**src/rtl/ppw_map.vh**
```
// Overview of operation
// - pull-up select bits 2,1,0 enable pull-ups for port_b low, port_a high, port_a low
// - each drive-strength bit picks weak or strong drive for one nibble, port_d high down
// - port_b pins six and seven use the heavier drive pair from the same bit
// - event enable bits 7..4 insert debounce on port_b high/low, port_a high/low
// - in nibble mode event enable bits 3..0 permit events from the four nibbles
// - in bit mode event enable bits 3..0 enable port_a pins 3..0 individually
// - trigger bits 7-6 select port_b high mode: rise, fall, level one, level two
// - trigger bits 5-4 select port_b low mode with the same encoding
// - trigger bits 3-0 hold the two port_a nibble modes, same encoding
// - level one: armed all-high, left, returned, next departure triggers
// - level two: armed all-high, every return to all-high after leaving triggers
// - wake-reset bit 7 enables port_c high nibble events, rising edges only
// - wake-reset bit 6 enables port_c low: pins 1:0 rising, pins 3:2 falling
// - wake-reset bits 5..1 choose resume only or resume with reset per nibble
// - wake-reset bit 0 chooses resume only or with reset for port_a low
// - mode select bit 7 chooses nibble control or per-bit control of port_a 3..0
// - a pin raises no event while set as output, but switching it to output reads as a rise
`ifndef PPW_MAP_VH
`define PPW_MAP_VH
`define PPW_IDX_PULLUP 14'h102B
`define PPW_IDX_DRIVE 14'h102C
`define PPW_IDX_EVT_EN 14'h102D
`define PPW_IDX_TRIG 14'h102E
`define PPW_IDX_WAKE 14'h102F
`define PPW_IDX_MODESEL 14'h1034
`define PPW_IDX_FLAG_A 14'h1022
`define PPW_IDX_FLAG_B 14'h1026
`define PPW_IDX_FLAG_C 14'h102A
`define PPW_CFG_RESET 8'h00
`define PPW_BIT_MODE_POS 7
`define PPW_TRIG_RISE 2'h0
`define PPW_TRIG_FALL 2'h1
`define PPW_TRIG_LVL1 2'h2
`define PPW_TRIG_LVL2 2'h3
`define PPW_FILT_TICK_NS 1000
`define PPW_CLK_PERIOD_NS 100
`define PPW_FILT_TICK_CYC (`PPW_FILT_TICK_NS / `PPW_CLK_PERIOD_NS)
`define PPW_RESP_OKAY 2'h0
`define PPW_RESP_SLVERR 2'h2
`endif

```
**src/rtl/ppw_port_event.v**
```verilog
`timescale 1ns/1ns
`default_nettype none
`include "ppw_map.vh"
module ppw_port_event #(
  parameter integer FILT_CYC = `PPW_FILT_TICK_CYC
) (
  input wire sys_clk,
  input wire rst_b,
  input wire [15:0] s_axi_awaddr,
  input wire s_axi_awvalid,
  output reg s_axi_awready,
  input wire [31:0] s_axi_wdata,
  input wire [3:0] s_axi_wstrb,
  input wire s_axi_wvalid,
  output reg s_axi_wready,
  output reg [1:0] s_axi_bresp,
  output reg s_axi_bvalid,
  input wire s_axi_bready,
  input wire [15:0] s_axi_araddr,
  input wire s_axi_arvalid,
  output reg s_axi_arready,
  output reg [31:0] s_axi_rdata,
  output reg [1:0] s_axi_rresp,
  output reg s_axi_rvalid,
  input wire s_axi_rready,
  input wire [7:0] port_a_in,
  input wire [7:0] port_b_in,
  input wire [7:0] port_c_in,
  input wire [7:0] port_a_dir,
  input wire [7:0] port_b_dir,
  input wire [7:0] port_c_dir,
  output reg [2:0] pullup_en,
  output reg [7:0] drive_strong,
  output reg port_b_pin_six_heavy,
  output reg port_b_pin_seven_heavy,
  output reg event_irq,
  output reg wake_req,
  output reg wake_reset_req
);

  localparam [1:0] LV_IDLE = 2'h0;
  localparam [1:0] LV_ARM = 2'h1;
  localparam [1:0] LV_LEFT = 2'h2;
  localparam [1:0] LV_RET = 2'h3;

  // ----------------------------------------------------------------
  // address decode
  // ----------------------------------------------------------------
  function is_mapped;
    input [13:0] idx;
    begin
      is_mapped = (idx == `PPW_IDX_PULLUP) || (idx == `PPW_IDX_DRIVE) ||
        (idx == `PPW_IDX_EVT_EN) || (idx == `PPW_IDX_TRIG) ||
        (idx == `PPW_IDX_WAKE) || (idx == `PPW_IDX_MODESEL) ||
        (idx == `PPW_IDX_FLAG_A) || (idx == `PPW_IDX_FLAG_B) ||
        (idx == `PPW_IDX_FLAG_C);
    end
  endfunction

  function [1:0] trig_mode_of;
    input [7:0] trig;
    input integer n;
    begin
      trig_mode_of = trig[n*2 +: 2];
    end
  endfunction

  reg [7:0] pullup_reg;
  reg [7:0] drive_reg;
  reg [7:0] evt_en_reg;
  reg [7:0] trig_reg;
  reg [7:0] wake_reg;
  reg bit_mode_reg;
  reg [15:0] flag_ab_reg;
  reg [7:0] flag_c_reg;
  reg [15:0] flag_ab_next;
  reg [7:0] flag_c_next;

  reg aw_held_reg;
  reg w_held_reg;
  reg [13:0] aw_idx_reg;
  reg [7:0] w_data_reg;
  reg w_lane_reg;
  wire wr_go;
  wire [13:0] ar_idx;

  // ----------------------------------------------------------------
  // write channel
  // ----------------------------------------------------------------
  assign wr_go = aw_held_reg && w_held_reg && !s_axi_bvalid;
  assign ar_idx = s_axi_araddr[15:2];

  always @(posedge sys_clk or negedge rst_b) begin
    if (!rst_b) begin
      s_axi_awready <= 1'b0;
      s_axi_wready <= 1'b0;
      s_axi_bvalid <= 1'b0;
      s_axi_bresp <= `PPW_RESP_OKAY;
      aw_held_reg <= 1'b0;
      w_held_reg <= 1'b0;
      aw_idx_reg <= 14'h0000;
      w_data_reg <= 8'h00;
      w_lane_reg <= 1'b0;
    end else begin
      // ready stays low while a response waits, so no address is taken then
      s_axi_awready <= !aw_held_reg && !s_axi_bvalid && !(s_axi_awvalid && s_axi_awready);
      s_axi_wready <= !w_held_reg && !s_axi_bvalid && !(s_axi_wvalid && s_axi_wready);
      if (s_axi_awvalid && s_axi_awready) begin
        aw_held_reg <= 1'b1;
        aw_idx_reg <= s_axi_awaddr[15:2];
      end
      if (s_axi_wvalid && s_axi_wready) begin
        w_held_reg <= 1'b1;
        w_data_reg <= s_axi_wdata[7:0];
        w_lane_reg <= s_axi_wstrb[0];
      end
      if (wr_go) begin
        aw_held_reg <= 1'b0;
        w_held_reg <= 1'b0;
        s_axi_awready <= 1'b0;
        s_axi_wready <= 1'b0;
        s_axi_bvalid <= 1'b1;
        s_axi_bresp <= is_mapped(aw_idx_reg) ? `PPW_RESP_OKAY : `PPW_RESP_SLVERR;
      end else if (s_axi_bvalid && s_axi_bready) begin
        s_axi_bvalid <= 1'b0;
      end
    end
  end

  // ----------------------------------------------------------------
  // configuration registers
  // ----------------------------------------------------------------
  always @(posedge sys_clk or negedge rst_b) begin
    if (!rst_b) begin
      pullup_reg <= `PPW_CFG_RESET;
      drive_reg <= `PPW_CFG_RESET;
      evt_en_reg <= `PPW_CFG_RESET;
      trig_reg <= `PPW_CFG_RESET;
      wake_reg <= `PPW_CFG_RESET;
      bit_mode_reg <= 1'b0;
    end else if (wr_go && w_lane_reg) begin
      case (aw_idx_reg)
        `PPW_IDX_PULLUP: pullup_reg <= w_data_reg;
        `PPW_IDX_DRIVE: drive_reg <= w_data_reg;
        `PPW_IDX_EVT_EN: evt_en_reg <= w_data_reg;
        `PPW_IDX_TRIG: trig_reg <= w_data_reg;
        `PPW_IDX_WAKE: wake_reg <= w_data_reg;
        `PPW_IDX_MODESEL: bit_mode_reg <= w_data_reg[`PPW_BIT_MODE_POS];
        default: bit_mode_reg <= bit_mode_reg;
      endcase
    end
  end

  // ----------------------------------------------------------------
  // read channel
  // ----------------------------------------------------------------
  always @(posedge sys_clk or negedge rst_b) begin
    if (!rst_b) begin
      s_axi_arready <= 1'b0;
      s_axi_rvalid <= 1'b0;
      s_axi_rdata <= 32'h00000000;
      s_axi_rresp <= `PPW_RESP_OKAY;
    end else begin
      s_axi_arready <= !s_axi_rvalid && !(s_axi_arvalid && s_axi_arready);
      if (s_axi_arvalid && s_axi_arready) begin
        s_axi_arready <= 1'b0;
        s_axi_rvalid <= 1'b1;
        s_axi_rresp <= is_mapped(ar_idx) ? `PPW_RESP_OKAY : `PPW_RESP_SLVERR;
        case (ar_idx)
          `PPW_IDX_PULLUP: s_axi_rdata <= {24'h000000, pullup_reg};
          `PPW_IDX_DRIVE: s_axi_rdata <= {24'h000000, drive_reg};
          `PPW_IDX_EVT_EN: s_axi_rdata <= {24'h000000, evt_en_reg};
          `PPW_IDX_TRIG: s_axi_rdata <= {24'h000000, trig_reg};
          `PPW_IDX_WAKE: s_axi_rdata <= {24'h000000, wake_reg};
          `PPW_IDX_MODESEL: s_axi_rdata <= {24'h000000, bit_mode_reg, 7'h00};
          `PPW_IDX_FLAG_A: s_axi_rdata <= {24'h000000, flag_ab_reg[7:0]};
          `PPW_IDX_FLAG_B: s_axi_rdata <= {24'h000000, flag_ab_reg[15:8]};
          `PPW_IDX_FLAG_C: s_axi_rdata <= {24'h000000, flag_c_reg};
          default: s_axi_rdata <= 32'h00000000;
        endcase
      end else if (s_axi_rvalid && s_axi_rready) begin
        s_axi_rvalid <= 1'b0;
      end
    end
  end

  // ----------------------------------------------------------------
  // debounce filter on port_a and port_b
  // ----------------------------------------------------------------
  reg [15:0] tick_cnt_reg;
  reg tick_reg;
  reg [15:0] filt_prev_reg;
  reg [15:0] filt_stab_reg;
  wire [15:0] raw_ab;
  wire [15:0] dir_ab;
  wire [15:0] filt_mask;
  wire [15:0] eff_ab;
  wire [7:0] eff_c;

  assign raw_ab = {port_b_in, port_a_in};
  assign dir_ab = {port_b_dir, port_a_dir};
  assign filt_mask = {{4{evt_en_reg[7]}}, {4{evt_en_reg[6]}},
    {4{evt_en_reg[5]}}, {4{evt_en_reg[4]}}};
  // output pins read high so they can neither edge nor break all-high
  assign eff_ab = ((filt_mask & filt_stab_reg) | (~filt_mask & raw_ab)) | dir_ab;
  assign eff_c = port_c_in | port_c_dir;

  always @(posedge sys_clk or negedge rst_b) begin
    if (!rst_b) begin
      tick_cnt_reg <= 16'h0000;
      tick_reg <= 1'b0;
      filt_prev_reg <= 16'hFFFF;
      filt_stab_reg <= 16'hFFFF;
    end else begin
      tick_reg <= 1'b0;
      if (tick_cnt_reg >= FILT_CYC[15:0] - 16'h0001) begin
        tick_cnt_reg <= 16'h0000;
        tick_reg <= 1'b1;
      end else begin
        tick_cnt_reg <= tick_cnt_reg + 16'h0001;
      end
      if (tick_reg) begin
        filt_prev_reg <= raw_ab;
        filt_stab_reg <= (filt_stab_reg & ~(raw_ab ~^ filt_prev_reg)) |
          (raw_ab & (raw_ab ~^ filt_prev_reg));
      end
    end
  end

  // ----------------------------------------------------------------
  // trigger evaluation
  // ----------------------------------------------------------------
  reg [15:0] last_ab_reg;
  reg [7:0] last_c_reg;
  reg [7:0] lvl_st_reg;
  reg [7:0] lvl_st_next;
  reg [3:0] lvl_trig;
  reg [15:0] set_ab;
  reg [7:0] set_c;
  reg [5:0] hit_nib;
  reg [3:0] nib;
  reg [3:0] pin_hit;
  reg [1:0] st;
  reg [1:0] md;
  integer n;
  wire [15:0] rise_ab;
  wire [15:0] fall_ab;
  wire [15:0] chg_ab;
  wire [7:0] rise_c;
  wire [7:0] fall_c;

  assign rise_ab = eff_ab & ~last_ab_reg;
  assign fall_ab = ~eff_ab & last_ab_reg;
  assign chg_ab = eff_ab ^ last_ab_reg;
  assign rise_c = eff_c & ~last_c_reg;
  assign fall_c = ~eff_c & last_c_reg;

  always @* begin
    lvl_st_next = lvl_st_reg;
    lvl_trig = 4'h0;
    set_ab = 16'h0000;
    hit_nib = 6'h00;
    nib = 4'h0;
    pin_hit = 4'h0;
    st = LV_IDLE;
    md = `PPW_TRIG_RISE;
    for (n = 0; n < 4; n = n + 1) begin
      nib = eff_ab[n*4 +: 4];
      st = lvl_st_reg[n*2 +: 2];
      md = trig_mode_of(trig_reg, n);
      case (st)
        LV_IDLE: if (&nib) lvl_st_next[n*2 +: 2] = LV_ARM;
        LV_ARM: if (!(&nib)) lvl_st_next[n*2 +: 2] = LV_LEFT;
        LV_LEFT: begin
          if (&nib) begin
            if (md == `PPW_TRIG_LVL2) begin
              lvl_trig[n] = 1'b1;
              lvl_st_next[n*2 +: 2] = LV_ARM;
            end else begin
              lvl_st_next[n*2 +: 2] = LV_RET;
            end
          end
        end
        LV_RET: begin
          if (!(&nib)) begin
            lvl_trig[n] = (md == `PPW_TRIG_LVL1);
            lvl_st_next[n*2 +: 2] = LV_LEFT;
          end
        end
        default: lvl_st_next[n*2 +: 2] = LV_IDLE;
      endcase
      case (md)
        `PPW_TRIG_RISE: pin_hit = rise_ab[n*4 +: 4];
        `PPW_TRIG_FALL: pin_hit = fall_ab[n*4 +: 4];
        default: pin_hit = lvl_trig[n] ? chg_ab[n*4 +: 4] : 4'h0;
      endcase
      if (bit_mode_reg) begin
        if (n == 0) begin
          if (md == `PPW_TRIG_RISE || md == `PPW_TRIG_FALL)
            set_ab[3:0] = pin_hit & evt_en_reg[3:0];
          else
            set_ab[3:0] = chg_ab[3:0] & evt_en_reg[3:0];
        end
      end else if (evt_en_reg[n]) begin
        set_ab[n*4 +: 4] = pin_hit;
      end
      hit_nib[n] = |set_ab[n*4 +: 4];
    end
    set_c = {{4{wake_reg[7]}} & rise_c[7:4],
      {2{wake_reg[6]}} & fall_c[3:2], {2{wake_reg[6]}} & rise_c[1:0]};
    hit_nib[4] = |set_c[3:0];
    hit_nib[5] = |set_c[7:4];
  end

  // ----------------------------------------------------------------
  // event flags, clear by writing zero
  // ----------------------------------------------------------------
  always @* begin
    flag_ab_next = flag_ab_reg;
    flag_c_next = flag_c_reg;
    if (wr_go && w_lane_reg) begin
      case (aw_idx_reg)
        `PPW_IDX_FLAG_A: flag_ab_next[7:0] = flag_ab_reg[7:0] & w_data_reg;
        `PPW_IDX_FLAG_B: flag_ab_next[15:8] = flag_ab_reg[15:8] & w_data_reg;
        `PPW_IDX_FLAG_C: flag_c_next = flag_c_reg & w_data_reg;
        default: flag_c_next = flag_c_reg;
      endcase
    end
    // a new event wins over a same-cycle clear
    flag_ab_next = flag_ab_next | set_ab;
    flag_c_next = flag_c_next | set_c;
  end

  always @(posedge sys_clk or negedge rst_b) begin
    if (!rst_b) begin
      last_ab_reg <= 16'hFFFF;
      last_c_reg <= 8'hFF;
      lvl_st_reg <= 8'h00;
      flag_ab_reg <= 16'h0000;
      flag_c_reg <= 8'h00;
      event_irq <= 1'b0;
      wake_req <= 1'b0;
      wake_reset_req <= 1'b0;
    end else begin
      last_ab_reg <= eff_ab;
      last_c_reg <= eff_c;
      lvl_st_reg <= lvl_st_next;
      flag_ab_reg <= flag_ab_next;
      flag_c_reg <= flag_c_next;
      event_irq <= (|flag_ab_next) || (|flag_c_next);
      wake_req <= |hit_nib;
      wake_reset_req <= |(hit_nib & wake_reg[5:0]);
    end
  end

  // ----------------------------------------------------------------
  // pad controls
  // ----------------------------------------------------------------
  always @(posedge sys_clk or negedge rst_b) begin
    if (!rst_b) begin
      pullup_en <= 3'h0;
      drive_strong <= 8'h00;
      port_b_pin_six_heavy <= 1'b0;
      port_b_pin_seven_heavy <= 1'b0;
    end else begin
      pullup_en <= pullup_reg[2:0];
      drive_strong <= drive_reg;
      port_b_pin_six_heavy <= drive_reg[3];
      port_b_pin_seven_heavy <= drive_reg[3];
    end
  end

endmodule
`default_nettype wire

```
**config.mk**
```make
export PLATFORM = sky130hd
export DESIGN_NAME = ppw_port_event
export DESIGN_NICKNAME = d
export VERILOG_FILES = /design/src/rtl/ppw_port_event.v
export VERILOG_INCLUDE_DIRS = /design/src /design/src/rtl
export SDC_FILE = /design/constraint.sdc
export NUM_CORES = 1
export LEC_CHECK = 0
export BUFFER_PORTS_ARGS = -buffer_cell sky130_fd_sc_hd__buf_2
export CELL_PAD_IN_SITES_DETAIL_PLACEMENT = 0
export CELL_PAD_IN_SITES_GLOBAL_PLACEMENT = 1
export CORE_MARGIN = 1
export CORE_UTILIZATION = 47
export DETAILED_ROUTE_END_ITERATION = 6
export PLACE_DENSITY = 0.82
export SLEW_MARGIN = 20
export SYNTH_ARGS = -nofsm -noshare
export SYNTH_HDL_FRONTEND = slang
export SYNTH_SLANG_ARGS = --single-unit
```
**constraint.sdc**
```tcl
create_clock -name sys_clk -period 10.75 [get_ports sys_clk]
set_input_delay 1.075 -clock sys_clk [delete_from_list [all_inputs] [get_ports sys_clk]]
set_output_delay 1.075 -clock sys_clk [all_outputs]
set_load 0.005 [all_outputs]
```
; ---- Yosys cells after proc, flatten, opt, wreduce, memory -nomap -nowiden
; Cells that the tools add are included.
[word_totals]
out_inout_bits = 57
word_cells = 276
in_bits = 123
regBits = 227
[op_classes]
n_lt_le_gt_ge = 1
n_mux = 74
bitwise = 31
n_eq_ne = 54
reduce_logical = 78
n_addsub = 1
[op_table]
columns = cell, count
row1 = $eq A14 B13 Y1 const B, 18
row2 = $and A16 B16 Y16, 6
row3 = $pmux W8 S9, 1
row4 = $not A16 Y16, 4
row5 = $or A16 B16 Y16, 4
row6 = $mux W4, 13
row7 = $mux W2, 18
row8 = $and A8 B8 Y8, 4
row9 = $eq A2 B2 Y1 const B, 16
row10 = $mux W16, 2
row11 = $mux W8, 4
row12 = $pmux W4 S2, 4
row13 = $mux W1, 24
row14 = $ne A2 B2 Y1 const B, 12
row15 = $pmux W2 S3, 4
row16 = $reduce_or A24 Y1, 1
row17 = $reduce_or A4 Y1, 6
row18 = $logic_or A1 B1 Y1, 18
row19 = $add A16 B1 Y16 const B, 1
row20 = $and A4 B4 Y4, 4
row21 = $eq A2 B1 Y1 const B, 8
row22 = $ge A16 B4 Y1 const B, 1
row23 = $logic_not A2 Y1, 8
row24 = $or A8 B8 Y8, 2
row25 = other kinds (17), 56

; ---- Depth between registers and ports, before layout
; Gate-level depths: netlist of the first run.
[depth]
word_depth = 15
ltp_mapped = 13
depth_no_buf = 12

; ---- Least setup slack after synthesis of the first run
; Ideal clock, no wire load.
[synth_timing]
path_type = input -> register
startpoint = in port_a_in[6]
endpoint = reg event_irq
setup_ns = 0.139
required_ns = 10.611
setup_slack_ns = 6.734
path_stages = 8
arrival_time_ns = 3.877
cell_sequence = nor2b_1 a211oi_1 nor4_1 mux2_1 a41o_1 or4_1 or4_1 or4_1
[synth_via]
elab_chain_len = 13
elab_cells_between_ends = 18
classes_between = 7 x mux / 8 x bitwise / 3 x reduce/logical
[synth_lines]
columns = item, line
row1 = "start, declared", ppw_port_event.v:26  ; input wire [7:0] port_a_in,
row2 = $and A16 B16 Y16 *, ppw_port_event.v:205  ; assign eff_ab = ((filt_mask & filt_stab_reg) | (~filt_mask & raw_ab)) | dir_ab;
row3 = $or A16 B16 Y16 * (2 in a row), ppw_port_event.v:205
row4 = $reduce_and A4 Y1 *, "ppw_port_event.v:275, ppw_port_event.v:285"
row5 = "$mux W1, on equally long branches", "ppw_port_event.v:285, ppw_port_event.v:275"
row6 = $pmux W1 S2 *, ppw_port_event.v:271  ; case (st)
row7 = $mux W4 *, ppw_port_event.v:295  ; default: pin_hit = lvl_trig[n] ? chg_ab[n*4 +: 4] : 4'h0;
row8 = $pmux W4 S2 *, ppw_port_event.v:292  ; case (md)
row9 = $mux W4 *, ppw_port_event.v:304  ; end else if (evt_en_reg[n]) begin
row10 = $mux W4 *, ppw_port_event.v:297  ; if (bit_mode_reg) begin
row11 = $or A16 B16 Y16 *, ppw_port_event.v:330  ; flag_ab_next = flag_ab_next | set_ab;
row12 = named net flag_ab_next[4], ppw_port_event.v:76  ; reg [15:0] flag_ab_next;
row13 = $reduce_or A16 Y1 *, ppw_port_event.v:350  ; event_irq <= (|flag_ab_next) || (|flag_c_next);
row14 = $logic_or A1 B1 Y1 *, ppw_port_event.v:350
row15 = "end signal, assigned", ppw_port_event.v:350
row16 = "end, declared", ppw_port_event.v:36  ; output reg event_irq,
; Mark *: on every way through the listed nets, which the timed path passes. The rest lies on a longest branch.
; A chain may end at the register's enable or synchronous reset.

; ---- Worst setup path in the final report of the first run
[layout_timing]
startpoint = reg aw_idx_reg[9]
endpoint = reg event_irq
[layout_via]
elab_chain_len = 6
elab_cells_between_ends = 13
classes_between = 3 x eq/ne / 5 x mux / 2 x bitwise / 3 x reduce/logical
[layout_lines]
columns = item, line
row1 = "start, declared", ppw_port_event.v:81  ; reg [13:0] aw_idx_reg;
row2 = "start signal, assigned", ppw_port_event.v:110  ; aw_idx_reg <= s_axi_awaddr[15:2];
row3 = $eq A14 B13 Y1, ppw_port_event.v:322  ; case (aw_idx_reg)
row4 = $mux W8, ppw_port_event.v:322
row5 = $mux W16, ppw_port_event.v:321  ; if (wr_go && w_lane_reg) begin
row6 = $or A16 B16 Y16, ppw_port_event.v:330
row7 = named net flag_ab_next[5], ppw_port_event.v:76
row8 = $reduce_or A16 Y1, ppw_port_event.v:350
row9 = $logic_or A1 B1 Y1, ppw_port_event.v:350
; The timed path passes the listed nets, and every way through them passes these cells.

==> impl_metrics.yaml, run 1 <==
run_status:
  status: "finished, final reports clean"
synth:
  synth_area_leaders: "dfrtp_1 37%, dfstp_2 15%, mux2_2 9.1%, ha_1 4.5%, a21oi_1 2.6%"
  synth_edf_count: 0
  ys_types: 58
  yosys.cell_count.top_type: "dfrtp_1"
  synth_compound_area_share_pct: 13.6
  netlist_instances: 880
  muxShareOfSynthArea_pct: 10.5
  synth_seq_cells: 200
  synth_top_family_by_area: "compound AO/OA/AOI/OAI gates"
  yosys.area_share.adder_pct: 4.53
  yosys.area_share.simple_pct: 12.9
  synth_area_per_cell_um2: 11.0
  syn_area_um2: 9670
  yosys.area.top_type: "dfrtp_1"
  ys_top_cells_by_count: "144 x dfrtp_1, 78 x mux2_2, 57 x inv_1, 57 x nor2_1, 56 x dfstp_2"
  ys.flop_type: "dfrtp_1"
  yosysTopAreaCellShare_pct: 37.3
  synth-seq-area-share_pct: 52.5
  yosys_warnings: 0
  async_reset_ff_share_pct: 100
  synth-xor-area-share_pct: 0.181
worst_setup_path:
  reg2reg_depth: 8
  r2r_slack_ns: 6.74
  r2r_end: "event_irq"
  worstReg2RegStart: "aw_idx_reg[9]"
  cp_max_fo: 8
  cp_data_arrival_time_ns: 4.32
  startpoint_type: "register"
  critPathCaptureType: "register"
  required_ns: 11.06
  worstSetupPathType: "register to register"
detailed_routing:
  drtPass1Iterations: 5
  drt_wl_total_um: 21800
  vias_per_cell: 5.42
  post_drt_wl_per_cell_um: 16.9
  ant_nets: 0
  dr_total_vias: 6987
  drc: 0
  drtIter0Drc: 484
timing:
  hold_viol: 0
  maxSlewViolCount: 0
  rsz0062_at_grt: "no"
  fmax_ghz: 0.249
  period_needed_ns: 4.01
  period_share_pct: 37.3
  relSlewSlack_pct: 24.2
  worst_slew_pin_slew_ns: 1.13
  finalClockSkew_ns: 0.0146
  hold_ws_ns: 0.414
  fin_tns_setup_ns: 0
  setup_violations: 0
clock_tree:
  clk_latency_ns: 0.44
  cts_made_buffers: 17
  path_clk_slew_ns: 0.08
  ctsHtreeMaxLevel: 4
  hold_buffers: 0
  clkSinkCount: 200
  cts_setup_buffers: 0
  cts_root_buf: "clkbuf_16"
  clockBufferDepth: 2
  cts_tree: "done"
  cts-resized-gates: 0
final_layout:
  antenna_cells: 0
  drive_above_1_share_pct: 29.6
  fillers: 1768
  nets: 1163
  synthToLayoutAreaGrowth_pct: 14.9
min_path:
  min_from: "drive_reg[5]"
  min_path_type: "register to register"
  hold_end: "drive_strong[5]"
  hold_depth: 0
grt:
  antenna_found_initial: 0
  grt_max_degree: 128
  grt_usage_pct: 21.7
  grt_pass1_wl_um: 36000
  grt_overflow_total: 0
  grt_pass1_vias: 6791
power_and_ir_drop:
  leakagePower_nw: 5.04
  ir_drop_uv: 125
  intPower_w: 0.00134
  total_power_w: 0.00184
  switchingPower_w: 0.000505
  seq_power_share_pct: 51.2
  switching_share_pct: 27.4
  power_density_nw_per_um2: 166
  clockPowerShare_pct: 36.0
  combPwrFrac_pct: 12.8
die:
  die_h_um: 145
  coreArea_um2: 20200
  die_area_um2: 21200
  rows: 52
  pin_count: 180
  die_w_um: 145
  start_util_pct: 47.8
place:
  numPortBuffers: 122
  dp_hpwl_um: 15800
  gp_congestion: 0.881
job:
  cap_violations: 0
-- metrics by stage --
step	setup slack, ns	instances	utilization, %	cell area, um^2
2_1_floorplan	6.73	917	-	9810
3_3_place_gp	6.32	1256	51.9	10500
3_5_place_dp	6.29	1256	51.9	10500
4_1_cts	6.72	1288	54.9	11100
5_1_grt	6.51	1288	54.9	11100
6_report	6.74	1288	54.9	11100
-- cell type report --
| type | instances | area, um^2 | share of cell area (%) |
|---|---|---|---|
| clock inverters | 9 | 111 | 1.00 |
| well taps | 270 | 338 | 3.04 |
| multi-input cells | 598 | 4190 | 37.7 |
| clock buffers | 23 | 500 | 4.50 |
| inverters | 57 | 214 | 1.93 |
| repair buffers | 131 | 687 | 6.18 |
| flip-flops and latches | 200 | 5070 | 45.7 |
-- power by group through the flow --
stage               Combinational [W]  Clock (W)  Sequential [W]
floorplan                    0.000185          0        0.000893
global placement             0.000231          0        0.000952
detailed placement           0.000238          0        0.000955
CTS                          0.000239   0.000680        0.000941
global route                 0.000267   0.000706        0.000956
finish                       0.000236   0.000663        0.000942
-- how the worst max path moves through the flow --
stage / startpoint / to / slack (ns) / depth (start not counted)
6_report: aw_idx_reg[9] / event_irq / 6.74 / 8
5_1_grt: port_a_in[4] / event_irq / 6.51 / 12
4_1_cts: aw_idx_reg[9] / event_irq / 6.72 / 8
3_5_place_dp: port_a_in[6] / event_irq / 6.29 / 9
3_3_place_gp: port_a_in[7] / event_irq / 6.32 / 9
2_1_floorplan: port_a_in[6] / event_irq / 6.73 / 8
-- placed cells by master, fill, tap and decap left out, types with 14 or more instances in the layout --
| master | Yosys | routed |
|---|---|---|
| dfrtp_1 | 144 | 144 |
| buf_2 | 3 | 121 |
| mux2_2 | 78 | 78 |
| inv_1 | 57 | 57 |
| nor2_1 | 57 | 57 |
| dfstp_2 | 56 | 56 |
| a21oi_1 | 51 | 51 |
| nand2_1 | 41 | 41 |
| conb_1 | 1 | 38 |
| ha_1 | 35 | 35 |
| o21ai_0 | 33 | 33 |
| nor2b_1 | 30 | 30 |
| nand2b_1 | 26 | 26 |
| a211oi_1 | 20 | 20 |
| a22oi_1 | 20 | 20 |
| clkbuf_16 | 0 | 19 |
| o31ai_1 | 14 | 14 |
| nor3_1 | 14 | 14 |
-- critical path, cell delays in order, from the launching register on --
cell,delay [ns]
dfrtp_1,0.39
or4_4,0.57
or4_1,0.73
o31ai_1,0.38
o21ai_0,0.15
a41o_1,0.27
or4_1,0.46
or4_1,0.46
or4_1,0.47
-- layer usage --
metal	GRT usage, %	share of wire [%]	up-vias
met5	0	0	-
li1	-	-	3333
met1	29.6	45	3431
met2	35.1	47	201
met4	5.37	1.5	0
met3	5.11	6.1	22
-- logic make-up after synthesis --
logic type	after synthesis
simple gates	232
flops	200
compound gates	199
buf+inv	119
mux	92
fa+ha+maj	35
xor+xnor	2
other cells	1
Power figures use the tool's default switching activity.
==> run 2, diff against run 1 <==
--- a/config.mk
+++ b/config.mk
@@ -10,9 +10,9 @@
 export CELL_PAD_IN_SITES_DETAIL_PLACEMENT = 0
 export CELL_PAD_IN_SITES_GLOBAL_PLACEMENT = 1
 export CORE_MARGIN = 1
-export CORE_UTILIZATION = 47
+export CORE_UTILIZATION = 44
 export DETAILED_ROUTE_END_ITERATION = 6
-export PLACE_DENSITY = 0.82
+export PLACE_DENSITY = 0.77
 export SLEW_MARGIN = 20
 export SYNTH_ARGS = -nofsm -noshare
 export SYNTH_HDL_FRONTEND = slang
==> constraint.sdc (replaced) <==
create_clock -name sys_clk -period 3.9 [get_ports sys_clk]
set_input_delay 0.39 -clock sys_clk [delete_from_list [all_inputs] [get_ports sys_clk]]
set_output_delay 0.39 -clock sys_clk [all_outputs]
set_load 0.005 [all_outputs]
==> run 2 against run 1 <==
- routed wire length grew 2.3%
- worst setup slack lost 6.6 ns
- clock skew shrank 0.0012 ns
- first-iteration DRC count shrank 17%
- design area grew 0.59%
- utilization shrank 2.4 points
- largest cell class unchanged
- highest routed layer unchanged
==> impl_metrics.yaml, run 2 (synthesis results as in run 1) <==
run_status:
  status: "finished, final reports clean"
job:
  cap_violations: 0
worst_setup_path:
  r2r_end: "event_irq"
  path_cells: "or4_4 -> or4_1 -> o31ai_2 -> o21ai_1 -> a41o_1 -> or4_1 -> or4_1 -> or4_1"
  crit_family: "simple AND/OR/NAND/NOR gates"
  reg2reg_depth: 8
  cp_max_fo: 5
  cpMaxStageDelayCell: "or4_1"
  worstSetupPathType: "register to register"
  critPathCaptureType: "register"
  crit_path_frequent_cell: "or4_1"
  worst-path-buf-inv: 0
  r2r_slack_ns: 0.12
  worstReg2RegStart: "aw_idx_reg[9]"
  max_stage_delay_ns: 0.68
  required_ns: 4.20
  cp_data_arrival_time_ns: 4.08
  startpoint_type: "register"
clock_tree:
  clockBufferDepth: 2
  clkSinkCount: 200
  path_clk_slew_ns: 0.07
  cts_root_buf: "clkbuf_16"
  ctsHtreeMaxLevel: 4
  cts_tree: "done"
  cts_made_buffers: 17
  clk_latency_ns: 0.44
die:
  die_area_um2: 22600
  rows: 53
  die_w_um: 150
  start_util_pct: 45.4
  pin_count: 180
  die_h_um: 150
  coreArea_um2: 21300
detailed_routing:
  drt_wl_total_um: 22300
  drc: 0
  post_drt_wl_per_cell_um: 17.1
  drtIter0Drc: 404
  dr_total_vias: 6928
  vias_per_cell: 5.31
  ant_nets: 0
  drtPass1Iterations: 5
place:
  pre_cts_ws_ns: -0.0282
  placed_cells: 1272
  dp_hpwl_um: 16600
  numPortBuffers: 122
  gp_congestion: 0.875
timing:
  setup_violations: 0
  worst_slew_pin_slew_ns: 0.823
  fin_ws_ns: 0.121
  rsz0062_at_grt: "no"
  period_share_pct: 96.9
  hold_viol: 0
  relSlewSlack_pct: 44.9
  hold_ws_ns: 0.0413
  maxSlewViolCount: 0
  finalClockSkew_ns: 0.0135
  period_needed_ns: 3.78
  fmax_ghz: 0.265
final_layout:
  layout_commonest_cell: "dfrtp_1"
  synthToLayoutAreaGrowth_pct: 15.5
  nets: 1174
  instances_no_fill: 1304
  drive_above_1_share_pct: 30.8
  antenna_cells: 0
  most-common-layout-cells: "144 x dfrtp_1, 121 x buf_2, 78 x mux2_2"
power_and_ir_drop:
  power_density_nw_per_um2: 447
  leakagePower_nw: 5.08
  ir_drop_uv: 365
min_path:
  min_path_type: "primary input to asynchronous set/reset pin"
grt:
  grt_pass1_wl_um: 35600
  grt_usage_pct: 20.9
  grt_max_degree: 102
  grt_overflow_total: 0
  grt_pass1_vias: 6754
  antenna_found_initial: 0
run 2: cell count changes in the layout (fill, tap and decap cells not counted), sizes merged:
cell and change:
clkinvlp +1, inv +3, clkbuf -5, bufinv -1
buf +11, clkinv +2
run 2: cell type report:
type	instances	area [um^2]
fillers	1926	10100
flip-flops and latches	200	5070
multi-input cells	598	4200
repair buffers	142	769
clock buffers	18	439
well taps	275	344
inverters	57	214
clock inverters	14	138
run 2: worst max-delay path by stage:
stage / cells past startpoint / endpoint / startpoint
5_1_grt: 8 / event_irq / aw_idx_reg[9]
3_3_place_gp: 12 / event_irq / port_a_in[4]
4_1_cts: 7 / event_irq / evt_en_reg[5]
3_5_place_dp: 12 / event_irq / port_a_in[4]
2_1_floorplan: 9 / event_irq / aw_idx_reg[9]
6_report: 8 / event_irq / aw_idx_reg[9]
run 2: metrics by stage:
step | power (W) | cell area [um^2] | util (%) | TNS (ns)
after detailed placement | 0.00331 | 10600 | 49.7 | -0.0282
final | 0.00500 | 11200 | 52.5 | 0
after floorplan | 0.00297 | 9810 | - | 0
after CTS | 0.00505 | 11200 | 52.5 | 0
after global routing | 0.00525 | 11200 | 52.5 | 0
after global placement | 0.00329 | 10600 | 49.7 | 0
run 2: power by group:
part | total (W) | switching, W | internal [W]
clock | 0.00173 | 0.000815 | 0.000916
sequential | 0.00258 | 0.000263 | 0.00232
combinational | 0.000689 | 0.000352 | 0.000337
run 2: metal layers:
metal	routed length, um	vias up	global-route usage (%)
met5	0	-	0
met4	277	0	5.66
met3	1070	13	4.00
met2	10800	170	34.1
met1	10200	3396	28.3
li1	-	3349	-
run 2: worst register-to-register path: stages (launching register included):
cell	delay, ns
dfrtp_1	0.38
or4_4	0.56
or4_1	0.68
o31ai_2	0.24
o21ai_1	0.10
a41o_1	0.24
or4_1	0.49
or4_1	0.47
or4_1	0.48
run 2: timing repair:
| item | CTS | global route |
|---|---|---|
| endpoints found under the hold margin | 0 | 0 |
| hold buffers | 0 | 0 |
| buffers inserted | 0 | 0 |
| endpoints found under the setup margin | 1 | 1 |
| resized for setup | 1 | 2 |
| pin swaps | 0 | 0 |
| cloned | 0 | 0 |
